`src/hdl/dlp_pkg.sv`:
```
package dlp_pkg;

    // ------------------------------------------------------------
    // memory timing, ns (init in us) and derived cycles at the core clock
    // ------------------------------------------------------------
    localparam int CLK_PERIOD_NS = 10;
    localparam int T_REFI_NS = 7800;
    localparam int T_RFC_NS = 110;
    localparam int T_XP_NS = 6;
    localparam int T_CKE_NS = 5;
    localparam int T_XS_NS = 120;
    localparam int T_INIT_US = 200;
    // longest interval and init time round down, other least times round up, none below one
    localparam int REFI_CYC = T_REFI_NS / CLK_PERIOD_NS;
    localparam int RFC_CYC = (T_RFC_NS + CLK_PERIOD_NS - 1) / CLK_PERIOD_NS;
    localparam int XP_CYC = (T_XP_NS + CLK_PERIOD_NS - 1) / CLK_PERIOD_NS;
    localparam int CKE_CYC = (T_CKE_NS + CLK_PERIOD_NS - 1) / CLK_PERIOD_NS;
    localparam int XS_CYC = (T_XS_NS + CLK_PERIOD_NS - 1) / CLK_PERIOD_NS;
    localparam int INIT_CYC = (T_INIT_US * 1000) / CLK_PERIOD_NS;
    localparam int RD_TIMEOUT_CYC = 64;
    localparam int CNT_W = 16;

    // ------------------------------------------------------------
    // command encodings {cs_n, ras_n, cas_n, we_n}
    // ------------------------------------------------------------
    localparam logic [3:0] CMD_DESEL = 4'hF;
    localparam logic [3:0] CMD_NOP = 4'h7;
    localparam logic [3:0] CMD_REF = 4'h1;
    localparam logic [3:0] CMD_WR = 4'h4;
    localparam logic [3:0] CMD_RD = 4'h5;

    // ------------------------------------------------------------
    // controller states, gray along init -> idle -> power-down path
    // ------------------------------------------------------------
    typedef enum logic [3:0] {
        ST_INIT = 4'h0,
        ST_INIT_CKE = 4'h1,
        ST_IDLE = 4'h3,
        ST_PD_ENTER = 4'h2,
        ST_PD = 4'h6,
        ST_PD_EXIT = 4'h7,
        ST_REF = 4'h5,
        ST_REF_WAIT = 4'h4,
        ST_SR_ENTER = 4'hC,
        ST_SR = 4'hD,
        ST_SR_EXIT = 4'hF,
        ST_WR0 = 4'hE,
        ST_WR1 = 4'hA,
        ST_RD = 4'hB,
        ST_RD_WAIT = 4'h9
    } dlp_state_t;

endpackage

```
`src/hdl/dlp_ctrl.sv`:
```
// Overview of operation
// - low-power request/ack pairs active only when their build option is set
// - power-down request enters power-down once timing allows, then acknowledges
// - held power-down wakes memory periodically for auto-refresh, then re-enters
// - power-down request drop exits power-down; ack falls after exit completes
// - self-refresh request enters self-refresh once timing allows, then acknowledges
// - self-refresh request drop exits; ack falls after memory left the state
// - each low-power ack moves only in response to its own request; refresh ack follows the refresh timer
// - memory data bus is half the local width, two beats per word
// - byte mask outputs exclude bytes during writes
// - strobe pair accompanies write data and captures read data
// - every auto-refresh pulses refresh ack for exactly one cycle; self-refresh entry gives no pulse
`timescale 1ns/1ns
`default_nettype none

module dlp_ctrl #(
    parameter int DQ_W = 16,
    parameter int ADDR_W = 13,
    parameter int BA_W = 3,
    parameter bit EN_PWRDN = 1'b1,
    parameter bit EN_SELF_RFSH = 1'b1,
    parameter int INIT_CYCLES = dlp_pkg::INIT_CYC,
    parameter int REFI_CYCLES = dlp_pkg::REFI_CYC
) (
    // clock and reset
    input wire logic i_core_clk,
    input wire logic i_nrst,
    // local request side
    input wire logic i_read_req,
    input wire logic i_write_req,
    input wire logic [ADDR_W+BA_W-1:0] i_addr,
    input wire logic [2*DQ_W-1:0] i_wdata,
    input wire logic [DQ_W/4-1:0] i_be,
    output logic o_ready,
    output logic [2*DQ_W-1:0] o_rdata,
    output logic o_rdata_valid,
    output logic o_init_done,
    output logic o_refresh_ack,
    // low-power handshakes
    input wire logic i_powerdn_req,
    output logic o_powerdn_ack,
    input wire logic i_self_rfsh_req,
    output logic o_self_rfsh_ack,
    // memory pins
    output logic o_dram_clk,
    output logic o_dram_clk_n,
    output logic o_dram_cke,
    output logic o_dram_cs_n,
    output logic o_dram_ras_n,
    output logic o_dram_cas_n,
    output logic o_dram_we_n,
    output logic [ADDR_W-1:0] o_dram_a,
    output logic [BA_W-1:0] o_dram_ba,
    output logic o_dram_odt,
    output logic o_dram_reset_n,
    output logic [DQ_W/8-1:0] o_dram_byte_mask,
    input wire logic [DQ_W-1:0] i_dram_dq,
    output logic [DQ_W-1:0] o_dram_dq,
    output logic o_dram_dq_oe_n,
    input wire logic i_dram_dqs,
    output logic o_dram_dqs,
    output logic o_dram_dqs_oe_n,
    input wire logic i_dram_dqs_n,
    output logic o_dram_dqs_n,
    output logic o_dram_dqs_n_oe_n
);

    localparam int BM_W = DQ_W / 8;

    // ------------
    // feature gating
    // ------------
    logic pd_req;
    logic sr_req;
    assign pd_req = EN_PWRDN ? i_powerdn_req : 1'b0;
    assign sr_req = EN_SELF_RFSH ? i_self_rfsh_req : 1'b0;

    // ------------
    // read pin synchronisers
    // ------------
    logic [DQ_W-1:0] dq_s1, dq_s2;
    logic dqs_s1, dqs_s2, dqs_s3;
    logic dqs_n_s1, dqs_n_s2;
    logic dqs_rise;
    logic [1:0] drv_hist, next_drv_hist;

    always_ff @(posedge i_core_clk or negedge i_nrst) begin
        if (!i_nrst) begin
            dq_s1 <= '0;
            dq_s2 <= '0;
            dqs_s1 <= 1'b0;
            dqs_s2 <= 1'b0;
            dqs_s3 <= 1'b0;
            dqs_n_s1 <= 1'b1;
            dqs_n_s2 <= 1'b1;
        end else begin
            dq_s1 <= i_dram_dq;
            dq_s2 <= dq_s1;
            dqs_s1 <= i_dram_dqs;
            dqs_s2 <= dqs_s1;
            dqs_s3 <= dqs_s2;
            dqs_n_s1 <= i_dram_dqs_n;
            dqs_n_s2 <= dqs_n_s1;
        end
    end

    // strobe pair qualifies each read beat, never our own write echo
    assign dqs_rise = dqs_s2 & ~dqs_s3 & ~dqs_n_s2 & ~|drv_hist;

    // ------------
    // controller state
    // ------------
    dlp_pkg::dlp_state_t state, next_state;
    logic [dlp_pkg::CNT_W-1:0] cnt, next_cnt;
    logic [dlp_pkg::CNT_W-1:0] refi_cnt, next_refi_cnt;
    logic [3:0] cmd, next_cmd;
    logic cke, next_cke;
    logic mem_rst_n, next_mem_rst_n;
    logic init_done, next_init_done;
    logic pd_ack, next_pd_ack;
    logic sr_ack, next_sr_ack;
    logic ref_ack, next_ref_ack;
    logic [ADDR_W+BA_W-1:0] addr, next_addr;
    logic [2*DQ_W-1:0] wdata, next_wdata;
    logic [DQ_W/4-1:0] be, next_be;
    logic [DQ_W-1:0] dq_out, next_dq_out;
    logic [BM_W-1:0] bmask, next_bmask;
    logic dq_oe_n, next_dq_oe_n;
    logic dqs_out, next_dqs_out;
    logic odt, next_odt;
    logic [2*DQ_W-1:0] rdata, next_rdata;
    logic rvalid, next_rvalid;
    logic rbeat, next_rbeat;
    logic mclk, next_mclk;
    logic ref_due;

    assign ref_due = (refi_cnt == '0);
    // requests only taken from idle with no low-power or refresh pending
    assign o_ready = (state == dlp_pkg::ST_IDLE) && !ref_due && !pd_req && !sr_req;

    always_comb begin
        next_state = state;
        next_cnt = (cnt != '0) ? cnt - 1'b1 : cnt;
        next_refi_cnt = ref_due ? refi_cnt : refi_cnt - 1'b1;
        next_cmd = dlp_pkg::CMD_NOP;
        next_cke = cke;
        next_mem_rst_n = mem_rst_n;
        next_init_done = init_done;
        next_pd_ack = pd_ack;
        next_sr_ack = sr_ack;
        next_ref_ack = 1'b0;
        next_addr = addr;
        next_wdata = wdata;
        next_be = be;
        next_dq_out = dq_out;
        next_bmask = {BM_W{1'b1}};
        next_dq_oe_n = 1'b1;
        next_dqs_out = 1'b0;
        next_odt = 1'b0;
        next_rdata = rdata;
        next_rvalid = 1'b0;
        next_rbeat = rbeat;
        next_mclk = ~mclk;
        next_drv_hist = {drv_hist[0], ~dq_oe_n};
        case (state)
            dlp_pkg::ST_INIT: begin
                next_cmd = dlp_pkg::CMD_DESEL;
                if (cnt == '0) begin
                    next_mem_rst_n = 1'b1;
                    next_cke = 1'b1;
                    next_cnt = dlp_pkg::CNT_W'(dlp_pkg::XS_CYC);
                    next_state = dlp_pkg::ST_INIT_CKE;
                end
            end
            dlp_pkg::ST_INIT_CKE: begin
                if (cnt == '0) begin
                    next_init_done = 1'b1;
                    next_refi_cnt = dlp_pkg::CNT_W'(REFI_CYCLES);
                    next_state = dlp_pkg::ST_IDLE;
                end
            end
            dlp_pkg::ST_IDLE: begin
                if (ref_due) begin
                    next_state = dlp_pkg::ST_REF;
                end else if (sr_req) begin
                    // entry once no refresh is owed
                    next_cmd = dlp_pkg::CMD_REF;
                    next_cke = 1'b0;
                    next_cnt = dlp_pkg::CNT_W'(dlp_pkg::CKE_CYC);
                    next_state = dlp_pkg::ST_SR_ENTER;
                end else if (pd_req) begin
                    // entry once no refresh is owed
                    next_cke = 1'b0;
                    next_cnt = dlp_pkg::CNT_W'(dlp_pkg::CKE_CYC);
                    next_state = dlp_pkg::ST_PD_ENTER;
                end else if (i_write_req) begin
                    next_addr = i_addr;
                    next_wdata = i_wdata;
                    next_be = i_be;
                    next_cmd = dlp_pkg::CMD_WR;
                    next_odt = 1'b1;
                    next_state = dlp_pkg::ST_WR0;
                end else if (i_read_req) begin
                    next_addr = i_addr;
                    next_cmd = dlp_pkg::CMD_RD;
                    next_rbeat = 1'b0;
                    next_cnt = dlp_pkg::CNT_W'(dlp_pkg::RD_TIMEOUT_CYC);
                    next_state = dlp_pkg::ST_RD_WAIT;
                end
            end
            dlp_pkg::ST_WR0: begin
                // low half of the local word first
                next_dq_out = wdata[DQ_W-1:0];
                next_bmask = ~be[BM_W-1:0];
                next_dq_oe_n = 1'b0;
                next_dqs_out = 1'b1;
                next_odt = 1'b1;
                next_state = dlp_pkg::ST_WR1;
            end
            dlp_pkg::ST_WR1: begin
                next_dq_out = wdata[2*DQ_W-1:DQ_W];
                next_bmask = ~be[2*BM_W-1:BM_W];
                next_dq_oe_n = 1'b0;
                next_dqs_out = 1'b0;
                next_odt = 1'b1;
                next_state = dlp_pkg::ST_IDLE;
            end
            dlp_pkg::ST_RD_WAIT: begin
                // two strobed beats build one local word
                if (dqs_rise) begin
                    next_rbeat = 1'b1;
                    if (!rbeat) begin
                        next_rdata[DQ_W-1:0] = dq_s2;
                    end else begin
                        next_rdata[2*DQ_W-1:DQ_W] = dq_s2;
                        next_rvalid = 1'b1;
                        next_state = dlp_pkg::ST_IDLE;
                    end
                end else if (cnt == '0) begin
                    // lost strobe would otherwise hang the controller
                    next_state = dlp_pkg::ST_IDLE;
                end
            end
            dlp_pkg::ST_PD_ENTER: begin
                if (cnt == '0) begin
                    // ack rises only after the state is entered
                    next_pd_ack = 1'b1;
                    next_state = dlp_pkg::ST_PD;
                end
            end
            dlp_pkg::ST_PD: begin
                // wake for refresh; or leave on request drop
                if (ref_due || !pd_req) begin
                    next_cke = 1'b1;
                    next_cnt = dlp_pkg::CNT_W'(dlp_pkg::XP_CYC);
                    next_state = dlp_pkg::ST_PD_EXIT;
                end
            end
            dlp_pkg::ST_PD_EXIT: begin
                if (cnt == '0) begin
                    if (ref_due) begin
                        next_state = dlp_pkg::ST_REF;
                    end else begin
                        // ack falls once exit is complete
                        next_pd_ack = 1'b0;
                        next_state = dlp_pkg::ST_IDLE;
                    end
                end
            end
            dlp_pkg::ST_REF: begin
                next_cmd = dlp_pkg::CMD_REF;
                next_ref_ack = 1'b1;
                next_refi_cnt = dlp_pkg::CNT_W'(REFI_CYCLES);
                next_cnt = dlp_pkg::CNT_W'(dlp_pkg::RFC_CYC);
                next_state = dlp_pkg::ST_REF_WAIT;
            end
            dlp_pkg::ST_REF_WAIT: begin
                if (cnt == '0) begin
                    if (pd_ack && pd_req) begin
                        // back into power-down after the refresh
                        next_cke = 1'b0;
                        next_cnt = dlp_pkg::CNT_W'(dlp_pkg::CKE_CYC);
                        next_state = dlp_pkg::ST_PD_ENTER;
                    end else begin
                        // refresh interlude releases ack only on request drop
                        next_pd_ack = 1'b0;
                        next_state = dlp_pkg::ST_IDLE;
                    end
                end
            end
            dlp_pkg::ST_SR_ENTER: begin
                if (cnt == '0) begin
                    next_sr_ack = 1'b1;
                    next_state = dlp_pkg::ST_SR;
                end
            end
            dlp_pkg::ST_SR: begin
                // exit only on request drop; memory refreshes itself
                if (!sr_req) begin
                    next_cke = 1'b1;
                    next_cnt = dlp_pkg::CNT_W'(dlp_pkg::XS_CYC);
                    next_state = dlp_pkg::ST_SR_EXIT;
                end
            end
            dlp_pkg::ST_SR_EXIT: begin
                if (cnt == '0) begin
                    // ack falls after the memory has left
                    next_sr_ack = 1'b0;
                    next_refi_cnt = dlp_pkg::CNT_W'(REFI_CYCLES);
                    next_state = dlp_pkg::ST_IDLE;
                end
            end
            default: begin
                next_state = dlp_pkg::ST_IDLE;
            end
        endcase
        if (state == dlp_pkg::ST_SR || state == dlp_pkg::ST_SR_ENTER) begin
            next_refi_cnt = refi_cnt;
        end
    end

    always_ff @(posedge i_core_clk or negedge i_nrst) begin
        if (!i_nrst) begin
            state <= dlp_pkg::ST_INIT;
            cnt <= dlp_pkg::CNT_W'(INIT_CYCLES);
            refi_cnt <= dlp_pkg::CNT_W'(REFI_CYCLES);
            cmd <= dlp_pkg::CMD_DESEL;
            cke <= 1'b0;
            mem_rst_n <= 1'b0;
            init_done <= 1'b0;
            pd_ack <= 1'b0;
            sr_ack <= 1'b0;
            ref_ack <= 1'b0;
            addr <= '0;
            wdata <= '0;
            be <= '0;
            dq_out <= '0;
            bmask <= '1;
            dq_oe_n <= 1'b1;
            dqs_out <= 1'b0;
            odt <= 1'b0;
            rdata <= '0;
            rvalid <= 1'b0;
            rbeat <= 1'b0;
            mclk <= 1'b0;
            drv_hist <= '0;
        end else begin
            state <= next_state;
            cnt <= next_cnt;
            refi_cnt <= next_refi_cnt;
            cmd <= next_cmd;
            cke <= next_cke;
            mem_rst_n <= next_mem_rst_n;
            init_done <= next_init_done;
            pd_ack <= next_pd_ack;
            sr_ack <= next_sr_ack;
            ref_ack <= next_ref_ack;
            addr <= next_addr;
            wdata <= next_wdata;
            be <= next_be;
            dq_out <= next_dq_out;
            bmask <= next_bmask;
            dq_oe_n <= next_dq_oe_n;
            dqs_out <= next_dqs_out;
            odt <= next_odt;
            rdata <= next_rdata;
            rvalid <= next_rvalid;
            rbeat <= next_rbeat;
            mclk <= next_mclk;
            drv_hist <= next_drv_hist;
        end
    end

    // ------------
    // outputs
    // ------------
    assign o_rdata = rdata;
    assign o_rdata_valid = rvalid;
    assign o_init_done = init_done;
    assign o_refresh_ack = ref_ack;
    assign o_powerdn_ack = pd_ack;
    assign o_self_rfsh_ack = sr_ack;
    assign o_dram_clk = mclk;
    assign o_dram_clk_n = ~mclk;
    assign o_dram_cke = cke;
    assign {o_dram_cs_n, o_dram_ras_n, o_dram_cas_n, o_dram_we_n} = cmd;
    assign o_dram_a = addr[ADDR_W-1:0];
    assign o_dram_ba = addr[ADDR_W+BA_W-1:ADDR_W];
    assign o_dram_odt = odt;
    assign o_dram_reset_n = mem_rst_n;
    assign o_dram_byte_mask = bmask;
    assign o_dram_dq = dq_out;
    assign o_dram_dq_oe_n = dq_oe_n;
    assign o_dram_dqs = dqs_out;
    assign o_dram_dqs_oe_n = dq_oe_n;
    assign o_dram_dqs_n = ~dqs_out;
    assign o_dram_dqs_n_oe_n = dq_oe_n;

endmodule // dlp_ctrl

`default_nettype wire

```
`config.mk`:
```
export PLATFORM = sky130hd
export DESIGN_NAME = dlp_ctrl
export DESIGN_NICKNAME = d
export VERILOG_FILES = /design/src/hdl/dlp_pkg.sv /design/src/hdl/dlp_ctrl.sv
export SDC_FILE = /design/constraint.sdc
export NUM_CORES = 1
export LEC_CHECK = 0
export BUFFER_PORTS_ARGS = -buffer_cell sky130_fd_sc_hd__buf_2
export CAP_MARGIN = 40
export CORE_MARGIN = 2
export CORE_UTILIZATION = 55
export DETAILED_ROUTE_END_ITERATION = 10
export GPL_TIMING_DRIVEN = 0
export HOLD_SLACK_MARGIN = 0.12
export PLACE_DENSITY = 0.8
export SLEW_MARGIN = 0
export SYNTH_ARGS = -nofsm -noshare
export SYNTH_HDL_FRONTEND = slang
export SYNTH_SLANG_ARGS = --single-unit
```
`constraint.sdc`:
```
create_clock -name i_core_clk -period 2.5 [get_ports i_core_clk]
set_input_delay 0.375 -clock i_core_clk [delete_from_list [all_inputs] [get_ports i_core_clk]]
set_output_delay 0.375 -clock i_core_clk [all_outputs]
set_load 0.01 [all_outputs]
```
==> summary.md, run 1 <==
| Metric | Value |
|---|---|
| Status | finished clean |
| Pins Over Slew Limit | 0 |
| Total wire length | 19.54 mm |
| Post-route ant nets | 0 |
| Final Cell Area | 10210 sq um |
| Core Box Area | 14480 sq um |
| Arrival time worst endpoint | 1.98 ns |
| Total power | 6.367 mW |
| Synth warn | 0 |
| Mapped Cells | 653 |
| Syn_nets | 732 |
| Number of synthesized register bits | 193 |
| Post-DP HPWL | 12.97 mm |
| GPL Wtd Cong | 0.9670 |
| Fillers | 947 |
| Vias in the first global route | 6288 |
| Hold Path Cell Cnt | 2 |
| Max_cap viols | 0 |
| Drt drc | 0 |
| Row count | 44 |
| Layout cells sized above 1 | 40.57% |
| Nets@finish | 941 |
| Clk_lat worst skew | 0.44 ns |
| Clock skew | 0.01567 ns |
| Antenna violations before repair | 0 |
| Clock root cell | clkbuf_16 |
| Placed Cells | 999 |
| Most frequent cells after synthesis | dfrtp_1, mux2_2, nand2_1, nor2_1, a22oi_1 |
| Worst setup SP type | register |
| Post-synth cell types | 72 |
| Clk sinks | 193 |
| TritonRoute pass-1 iters | 5 |
| Via density | 5.647 |
| I/O pins | 162 |
| Final period util | 94.22% |
| Die footprint | 15780 sq um |
| Diode count | 0 |
| Die height | 125.6 um |
| Top cell type's share of synthesized area | 53.85% |
| R2r setup slk | 0.15 ns |
| Worst-path clk slew | 0.08 ns |
| Layout area overhead | 25.54% |
| Worst path required time | 2.12 ns |
| Slew of the pin with the lowest slew margin | 0.6014 ns |
| Crit path max fanout | 4 |
| Most frequent cell after synthesis | dfrtp_1 |
| Buffers added on ports | 161 |
| Final setup violating endpoints | 0 |
| Pwr per Cell Area | 623.6 nW/um^2 |
| Gr ovfl total | 0 |
| Post-synth EDFFs | 0 |
| First-pass GRT wire length | 31.81 mm |
| Leak | 5.118 nW |
| Minimum clock period | 2.356 ns |
| Yosys top cell by area | dfrtp_1 |
| Fin cells | 1059 |
| RSZ-0062 raised after global routing | yes |
| Post-Syn Area | 8133 sq um |
| Synth async-reset ratio | 100.0% |
| Seq/Total Area, Yosys | 59.66% |
| Hold crit path type | in2reg |
| TritonCTS Buffers | 17 |
| Reg2Reg Depth | 9 |
| Max Root-Sink Buffers | 2 |
| Die W | 125.6 um |
| Top cells by area, synth | dfrtp_1, mux2_2, dfstp_2 |
| Crit end category | output pin |
| H-tree lvl count | 4 |
| Initial DRC Count | 380 |
| Initial core utilization | 56.17% |
| Fmax | 424.5 MHz |
| CTS tree | built |
| Prevailing post-synth register cell | dfrtp_1 |
| GRT Resource Usage Total | 25.43% |
| Syn Area/Cell | 12.45 sq um |
| Total negative slack | 0 ns |
| WS Path Type | reg2out |
| Rel. slew slack | 59.91% |
| Largest net degree at the start of global routing | 114 |
| Wire per inst | 18.45 um |
| VDD IR-drop max | 0.5921 mV |
| DR vias | 5980 |
| Fin. Hold Viols | 0 |
| Placed Area | 9206 sq um |
[cells by family after synthesis]
kind of cell    count (synthesis)  synth area share (%)
mux                            87                 12.46
fa+ha+maj                       3                0.4616
buf+inv                        45                 2.785
simple gates                  206                 13.63
xor+xnor                       27                 2.908
flops                         193                 59.66
compound gates                 92                 8.093
[report_power, final]
group	switching (mW)	internal, mW
clock	1.34	1.55
combinational	0.122	0.103
sequential	0.0625	3.19
[routing by layer]
layer	routed length (um)	up-vias	GRT usage (%)
met5	0	-	0
met4	477	0	8.627
met2	10010	225	42.80
li1	-	2721	-
met1	7815	2996	31.66
met3	1234	38	7.445
[through the flow]
stage	hold WS, ns	setup slack [ns]	utilization, %
floorplan	0.07941	0.2578	-
detailed placement	0.3347	-0.2819	63.58
CTS	0.1554	0.004872	69.85
global route	0.1598	0.001055	70.52
finish	0.1620	0.1444	70.52
global placement	0.3327	-1.746	63.33
[critical path: stages, from the launching register on]
cell and delay [ns]:
dfrtp_1 0.40, inv_1 0.11, ha_4 0.15, nor4b_4 0.23, nand4_1 0.24, and3_4 0.28, buf_2 0.14
[sequential cells by signal, indices dropped and copies added, names as in the netlist, 16 cells and up]
| register | count |
|---|---|
| o_rdata | 32 |
| wdata | 32 |
| addr | 16 |
| cnt | 16 |
| dq_s1 | 16 |
| dq_s2 | 16 |
| o_dram_dq | 16 |
| refi_cnt | 16 |
[worst paths after layout]
path | start | end
min in group asynchronous | i_nrst | dq_s1[6]
worst min-delay path | i_addr[5] | addr[5]
max in group asynchronous | i_nrst | addr[13]
worst max register to register | refi_cnt[1] | wdata[24]
worst max-delay path | refi_cnt[1] | o_ready
worst min register to register | dq_s1[4] | dq_s2[4]
[layout make-up]
type                            count  area [sq um]  share of cell area [%]
Buffer                             32         195.2                   1.912
Clock buffer                       17         425.4                   4.167
Clock inverter                     15         219.0                   2.145
Inverter                           13         48.80                  0.4779
Multi-Input combinational cell    415          3138                   30.74
Sequential cell                   193          4852                   47.52
Tap cell                          184         230.2                   2.255
Timing Repair Buffer              190          1101                   10.78
[layout by cell type (no fill, tap or decap), types with 11 or more instances in the layout]
cell | netlist | routed
dfrtp_1 | 175 | 175
nor3_1 | 11 | 11
inv_1 | 13 | 13
a21oi_1 | 12 | 11
dlygate4sd3_1 | 0 | 19
xor2_1 | 14 | 14
nand2_1 | 62 | 62
buf_2 | 10 | 169
mux2_2 | 74 | 74
o21ai_0 | 16 | 16
nand3_1 | 12 | 12
xnor2_1 | 13 | 13
buf_4 | 6 | 13
clkbuf_16 | 0 | 17
a22oi_1 | 22 | 22
nor2_1 | 56 | 54
dfstp_2 | 18 | 18
[repair_timing]
action,CTS,global route
pin swaps,2,4
hold buffers,19,0
resized for setup,9,14
setup buffers,3,6
gates cloned,0,0
endpoints found under the hold margin,86,0
endpoints found under the setup margin,81,83
Note: power is estimated with default switching activity, not from simulation.
==> run 2, diff against run 1 <==
- RECOVER_POWER: default -> 100
- clock period: 2.5 -> 2.2 ns (I/O delays scaled with it)
==> run 2 against run 1 <==
  * The flow now finishes with violations (negative setup slack)
  * Sequential cell count unchanged
  * Via count rose by 3.9%
  * Sequential power is 14% higher
  * Register-to-register slack worse by 0.18 ns
  * Critical path depth did not move
  * Sequential share of layout area down 2.4 points
  * Largest cell class unchanged
==> summary.md, run 2 (synthesized netlist as in run 1, its figures left out) <==
| Metric | Value |
|---|---|
| Total wire length | 21.19 mm (+8.4%) |
| CTS tree | built |
| Buffers added on ports | 161 (unchanged) |
| Vias in the first global route | 6542 (+4.0%) |
| Minimum clock period | 2.247 ns |
| Layout area overhead | 32.38% |
| VDD IR-drop max | 0.6855 mV (+16%) |
| Fillers | 920 (-2.9%) |
| Die W | 125.6 um (unchanged) |
| Worst setup SP type | register |
| Initial DRC Count | 513 (+35%) |
| TritonRoute pass-1 iters | 6 (+1) |
| Commonest cells after routing, fill and taps aside | dfrtp_1, clkbuf_1, buf_2 |
| Arrival time worst endpoint | 1.92 ns (-0.06 ns) |
| Pwr per Cell Area | 674.0 nW/um^2 (+8.1%) |
| Clk sinks | 193 (unchanged) |
| Final setup violating endpoints | 21 (+21) |
| Wire per inst | 19.25 um (+4.3%) |
| H-tree lvl count | 4 (unchanged) |
| Core Box Area | 14480 sq um (unchanged) |
| Leak | 5.111 nW (-0.15%) |
| Via density | 5.642 (about the same) |
| Footprint of the multi-input gates | 3352 sq um (+6.8%) |
| DR vias | 6212 (+3.9%) |
| Final Cell Area | 10770 sq um (+5.5%) |
| Internal | 5.468 mW (+13%) |
| Post-route ant nets | 0 (unchanged) |
| Status | finished with violations |
| Clock skew | 0.01648 ns (+0.0008140 ns) |
| Most common cell after layout, fill and taps aside | dfrtp_1 |
| I/O pins | 162 (unchanged) |
| Max Root-Sink Buffers | 2 (unchanged) |
| Nets@finish | 983 (+4.5%) |
| Layout cells sized above 1 | 36.97% (-3.6 points) |
| First-pass GRT wire length | 33.38 mm (+4.9%) |
| Final cell utilization of the core | 74.36% (+3.8 points) |
| Crit end category | output pin |
| Gr ovfl total | 0 (unchanged) |
| Seq. cell area | 4855 sq um (about the same) |
| Antenna violations before repair | 0 (unchanged) |
| Die footprint | 15780 sq um (unchanged) |
| Row count | 44 (unchanged) |
| Max_cap viols | 0 (unchanged) |
| Clk_lat worst skew | 0.43 ns (about the same) |
| Largest net degree at the start of global routing | 108 (-5.3%) |
| Post-DP HPWL | 13.56 mm (+4.5%) |
| Worst-path clk slew | 0.08 ns (about the same) |
| GRT Resource Usage Total | 26.63% (+1.2 points) |
| Drt drc | 0 (unchanged) |
| Clock root cell | clkbuf_16 |
| Initial core utilization | 56.17% (unchanged) |
| Crit path max fanout | 4 (unchanged) |
| Hold crit path type | in2reg |
| Placed Area | 9213 sq um (about the same) |
| Diode count | 0 (unchanged) |
| Reg power frac | 51.0% (about the same) |
| Combinational Power Share | 4.2% (+0.7 points) |
| GPL Wtd Cong | 0.9411 (-2.7%) |
| Worst path required time | 1.87 ns (-0.25 ns) |
| Slew of the pin with the lowest slew margin | 1.439 ns (+0.8379 ns) |
| Failing checks | negative setup slack |
| Fmax | 445.1 MHz |
| Fin. Hold Viols | 0 (unchanged) |
| WS Path Type | reg2out |
| Sw power | 1.788 mW (+17%) |
| Sw Share | 24.65% (+0.72 points) |
| Pins Over Slew Limit | 0 (unchanged) |
| Die height | 125.6 um (unchanged) |
| Clock power share | 44.8% (-0.6 points) |
| Post-route setup slack | -0.04657 ns (-0.1910 ns) |
| Rel. slew slack | 4.044% (-56 points) |
| Final period util | 102.1% |
| TritonCTS Buffers | 17 (unchanged) |
| RSZ-0062 raised after global routing | yes |
==> run 2: metal layers <==
layer	global-route usage, %	vias to the layer above	routed length [um]
met5	0	-	0
met4	9.085	0	475
met3	6.632	45	1132
met2	45.09	212	10960
met1	33.68	3145	8620
li1	-	2810	-
==> run 2: layout make-up <==
class / instances / share of cell area, %
buffer: 31 / 2.382
clock buffer: 18 / 4.079
clock inverter: 14 / 1.941
inverter: 13 / 0.4532
multi-input combinational: 415 / 31.13
sequential: 193 / 45.09
tap: 184 / 2.138
timing repair buffer: 233 / 12.78
==> run 2: metrics by stage <==
step / power (mW) / setup WS [ns] / std cells / hold slack [ns] / TNS, ns
2_1_floorplan: 3.820 / 0.01948 / 653 / 0.03441 / 0
3_3_place_gp: 3.970 / -2.018 / 998 / 0.3325 / -393.80
3_5_place_dp: 4.002 / -0.5878 / 999 / 0.3371 / -34.35
4_1_cts: 7.277 / -0.02351 / 1083 / 0.1201 / -0.02351
5_1_grt: 7.499 / -0.1243 / 1101 / 0.1210 / -8.194
6_report: 7.256 / -0.04657 / 1101 / 0.1246 / -0.2510
==> run 2: repair_timing <==
action	CTS	global route
buffers inserted	19	17
setup endpoints to repair	125	98
pin swaps	10	17
hold endpoints to repair	128	0
hold buffers	32	0
cloned	1	2
resized for setup	44	64
==> run 2: worst paths after layout <==
path,startpoint,slack [ns],to,cells after the start
max,refi_cnt[0],-0.05,o_ready,6
min,i_wdata[14],0.12,wdata[14],2
max reg2reg,refi_cnt[0],-0.03,wdata[12],9
min reg2reg,dq_s1[4],0.35,dq_s2[4],0
max in group asynchronous,i_nrst,0.23,o_dram_byte_mask[1],3
min in group asynchronous,i_nrst,0.77,cnt[13],2
==> run 2: critical path, cell delays in order (launching register included) <==
cell and delay (ns):
dfrtp_1 0.41, inv_2 0.08, ha_4 0.13, nor4b_4 0.20, nand4_1 0.24, and3_4 0.30, buf_6 0.13
==> run 2: power groups by stage <==
stage	clock network, mW	registers (mW)	logic [mW]
floorplan	0	3.75	0.0729
global placement	0	3.75	0.216
detailed placement	0	3.77	0.237
CTS	3.29	3.70	0.286
global route	3.45	3.71	0.339
finish	3.25	3.70	0.302
==> run 3, diff against run 2 <==
- ABC_AREA: default -> 1
- BUFFER_PORTS_ARGS: -buffer_cell sky130_fd_sc_hd__buf_2 -> -buffer_cell sky130_fd_sc_hd__buf_4
==> run 3 against run 2 <==
  * Final cell count rose by 24%
  * Critical endpoint unchanged
  * Non-clock buffer count shrank 32
  * The flow now finishes without violations
  * Area after synthesis rose by 1.8%
  * Count of clock-buffer cells in the layout did not move
  * Largest power group unchanged
  * Synthesized cell count increased by 44%
  * Critical path type unchanged
  * Sequential power shrank 3%
  * Clock skew is 0.00065 ns lower
  * Power fell by 5.5%
  * Utilization down 2.8 points
  * Worst hold slack improved by 0.0017 ns
  * First-iteration DRC count increased by 32%
  * Sequential cell count did not move
==> summary.md, run 3 <==
| Metric | Value |
|---|---|
| Fmax | 470.1 MHz (+5.6%) |
| Most frequent cells after synthesis | nand2_1, dfrtp_1, nor2_1, inv_1, nand3_1 |
| Initial DRC Count | 678 (+32%) |
| Placed Area | 9746 sq um (+5.8%) |
| Wire per inst | 15.48 um (-20%) |
| Slew of the pin with the lowest slew margin | 0.5784 ns (-0.8610 ns) |
| CP Launch Point | refi_cnt[0] |
| Post-synth EDFFs | 0 (unchanged) |
| GPL Wtd Cong | 0.9259 (-1.6%) |
| GRT Resource Usage Total | 27.00% (+0.37 points) |
| Clock skew | 0.01583 ns (-0.0006492 ns) |
| Final cell utilization of the core | 71.53% (-2.8 points) |
| Clk_lat worst skew | 0.45 ns (+0.02 ns) |
| Largest family of logic cells by synthesized area | simple AND/OR/NAND/NOR gates |
| Hold crit path type | in2reg |
| Initial core utilization | 56.54% (+0.37 points) |
| Top cell type's share of synthesized area | 52.89% (-0.95 points) |
| Antenna violations before repair | 0 (unchanged) |
| Fin cells | 1360 (+24%) |
| I/O pins | 162 (unchanged) |
| Die W | 126.7 um (+0.87%) |
| Worst R2R Start | cnt[0] |
| TritonRoute pass-1 iters | 5 (-1) |
| DR vias | 7101 (+14%) |
| Mux share of post-synthesis cell area | 0% (-12 points) |
| Worst reg2reg path endpoint | cnt[0] |
| Synth async-reset ratio | 100.0% (unchanged) |
| Clock root cell | clkbuf_16 |
| Rel. slew slack | 61.44% (+57 points) |
| Crit path max fanout | 15 (+11) |
| Yosys top cell by area | dfrtp_1 |
| Reg2Reg Depth | 12 (+3) |
| Via density | 5.221 (-7.5%) |
| VDD IR-drop max | 0.5792 mV (-16%) |
| Diode count | 0 (unchanged) |
| Clk sinks | 193 (unchanged) |
| Adder-cell share of the synthesized area | 0.4534% (-0.0082 points) |
| TritonCTS Buffers | 17 (unchanged) |
| Buffers added on ports | 160 (-0.62%) |
| Gr ovfl total | 0 (unchanged) |
| Final period util | 96.68% (-5.4 points) |
| Worst-path clk slew | 0.07 ns (about the same) |
| Number of synthesized register bits | 193 (unchanged) |
| Arrival time worst endpoint | 1.80 ns (-0.12 ns) |
| Placed Cells | 1285 (+29%) |
| Commonest cells after routing, fill and taps aside | nand2_1, dfrtp_1, nor2_1 |
| Die footprint | 16050 sq um (+1.7%) |
| Max_cap viols | 0 (unchanged) |
| Post-place setup slack | -0.1226 ns (+0.4652 ns) |
| Most frequent cell after synthesis | nand2_1 |
| Mapped Cells | 940 (+44%) |
| Post-route setup slack | 0.07300 ns (+0.1196 ns) |
| Top cells by area, synth | dfrtp_1, nand2_1, dfstp_2 |
| XOR/XNOR Fraction of Synth Area | 1.587% (-1.3 points) |
| Nets@finish | 1242 (+26%) |
| CTS tree | built |
| Syn Area/Cell | 8.808 sq um (-29%) |
| Max Root-Sink Buffers | 2 (unchanged) |
| R2r setup slk | 0.09 ns (+0.12 ns) |
| Drt drc | 0 (unchanged) |
| Most common cell after layout, fill and taps aside | nand2_1 |
| Fillers | 1154 (+25%) |
| Synth Area in Compound Gates | 8.539% (+0.45 points) |
| Leak | 5.485 nW (+7.3%) |
| Minimum clock period | 2.127 ns (-0.1196 ns) |
| Die height | 126.7 um (+0.87%) |
| Syn_nets | 1019 (+39%) |
| Largest net degree at the start of global routing | 124 (+15%) |
| WS Path Type | reg2out |
| Vias in the first global route | 6927 (+5.9%) |
| H-tree lvl count | 4 (unchanged) |
| Core Box Area | 14640 sq um (+1.1%) |
| Synth warn | 0 (unchanged) |
| RSZ-0062 raised after global routing | yes |
| Final Cell Area | 10480 sq um (-2.7%) |
| Post-synth cell types | 36 (-50%) |
| Post-synthesis simple-gate area fraction | 23.15% (+9.5 points) |
| Prevailing post-synth register cell | dfrtp_1 |
| Pwr per Cell Area | 654.6 nW/um^2 (-2.9%) |
| Worst path required time | 1.87 ns (about the same) |
| Crit end category | output pin |
| First-pass GRT wire length | 34.04 mm (+2.0%) |
| Layout cells sized above 1 | 17.94% (-19 points) |
| Worst setup SP type | register |
| Post-Syn Area | 8279 sq um (+1.8%) |
| Row count | 44 (unchanged) |
| Status | finished clean |
| Fin. Hold Viols | 0 (unchanged) |
| Layout area overhead | 26.52% |
| Pins Over Slew Limit | 0 (unchanged) |
| Final setup violating endpoints | 0 (-100%) |
| Post-route ant nets | 0 (unchanged) |
| Critical path endpoint | o_ready |
| Seq/Total Area, Yosys | 58.61% (-1.1 points) |
| Post-DP HPWL | 14.11 mm (+4.1%) |
| Total wire length | 21.05 mm (-0.67%) |
-- run 3: how the worst min path moves through the flow --
stage,start,slack [ns],depth (start not counted),end
after floorplan,i_nrst,0.03,0,addr[0]
final,i_wdata[25],0.13,3,wdata[25]
after CTS,i_wdata[21],0.12,3,wdata[21]
after detailed placement,i_nrst,0.32,1,dq_s1[11]
after global routing,i_wdata[21],0.12,3,wdata[21]
after global placement,dq_s1[15],0.33,0,dq_s2[15]
-- run 3: worst max-delay path, stage by stage, from the launching register on --
cell	delay, ns
dfrtp_1	0.38
inv_2	0.09
ha_2	0.19
nand2_2	0.12
nor2_4	0.13
nand3_2	0.09
nand2_2	0.09
inv_4	0.08
buf_4	0.15
-- run 3: cells by family after synthesis --
family | Yosys count
AO/OA/AOI/OAI | 118
adder cells (fa/ha/maj) | 3
flip-flops | 193
XOR/XNOR | 15
buffers and inverters | 154
AND/OR/NAND/NOR | 457
-- run 3: metrics by stage --
step / power [mW] / setup TNS (ns) / hold slack [ns]
after floorplan: 3.680 / 0 / 0.03441
after global placement: 3.859 / -69.47 / 0.3313
after detailed placement: 3.870 / -0.1226 / 0.3196
after CTS: 6.898 / 0 / 0.1206
after global routing: 7.094 / -0.2758 / 0.1218
final: 6.857 / 0 / 0.1263
-- run 3: cell type report --
class / instances / area [sq um] / share of cell area (%)
multi-input cells: 593 / 2841 / 27.13
repair buffers: 205 / 1343 / 12.82
inverters: 126 / 478.0 / 4.563
flip-flops and latches: 193 / 4853 / 46.33
clock inverters: 14 / 143.9 / 1.374
plain buffers: 27 / 156.4 / 1.493
clock buffers: 18 / 429.2 / 4.097
well taps: 184 / 230.2 / 2.198
-- run 3: routing by layer --
layer	up-vias	global-route usage, %	share of wire [%]
li1	3416	-	-
met1	3399	35.41	43
met2	246	43.75	50
met3	40	7.128	5.7
met4	0	10.15	2.2
met5	-	0	0
-- run 3: where the power goes --
| group | leakage (nW) | internal (mW) | switching [mW] |
|---|---|---|---|
| Sequential | 2.36 | 3.58 | 0.00920 |
| Clock | 0.274 | 1.51 | 1.50 |
| Combinational | 2.85 | 0.133 | 0.125 |
| Total | 5.48 | 5.22 | 1.64 |
-- run 3: repair_timing --
| action | CTS | global route |
|---|---|---|
| pin swaps | 3 | 2 |
| resized for setup | 6 | 14 |
| hold buffers | 35 | 0 |
| endpoints found under the setup margin | 2 | 8 |
| buffers inserted | 5 | 4 |
| cloned | 0 | 0 |
| endpoints found under the hold margin | 103 | 0 |
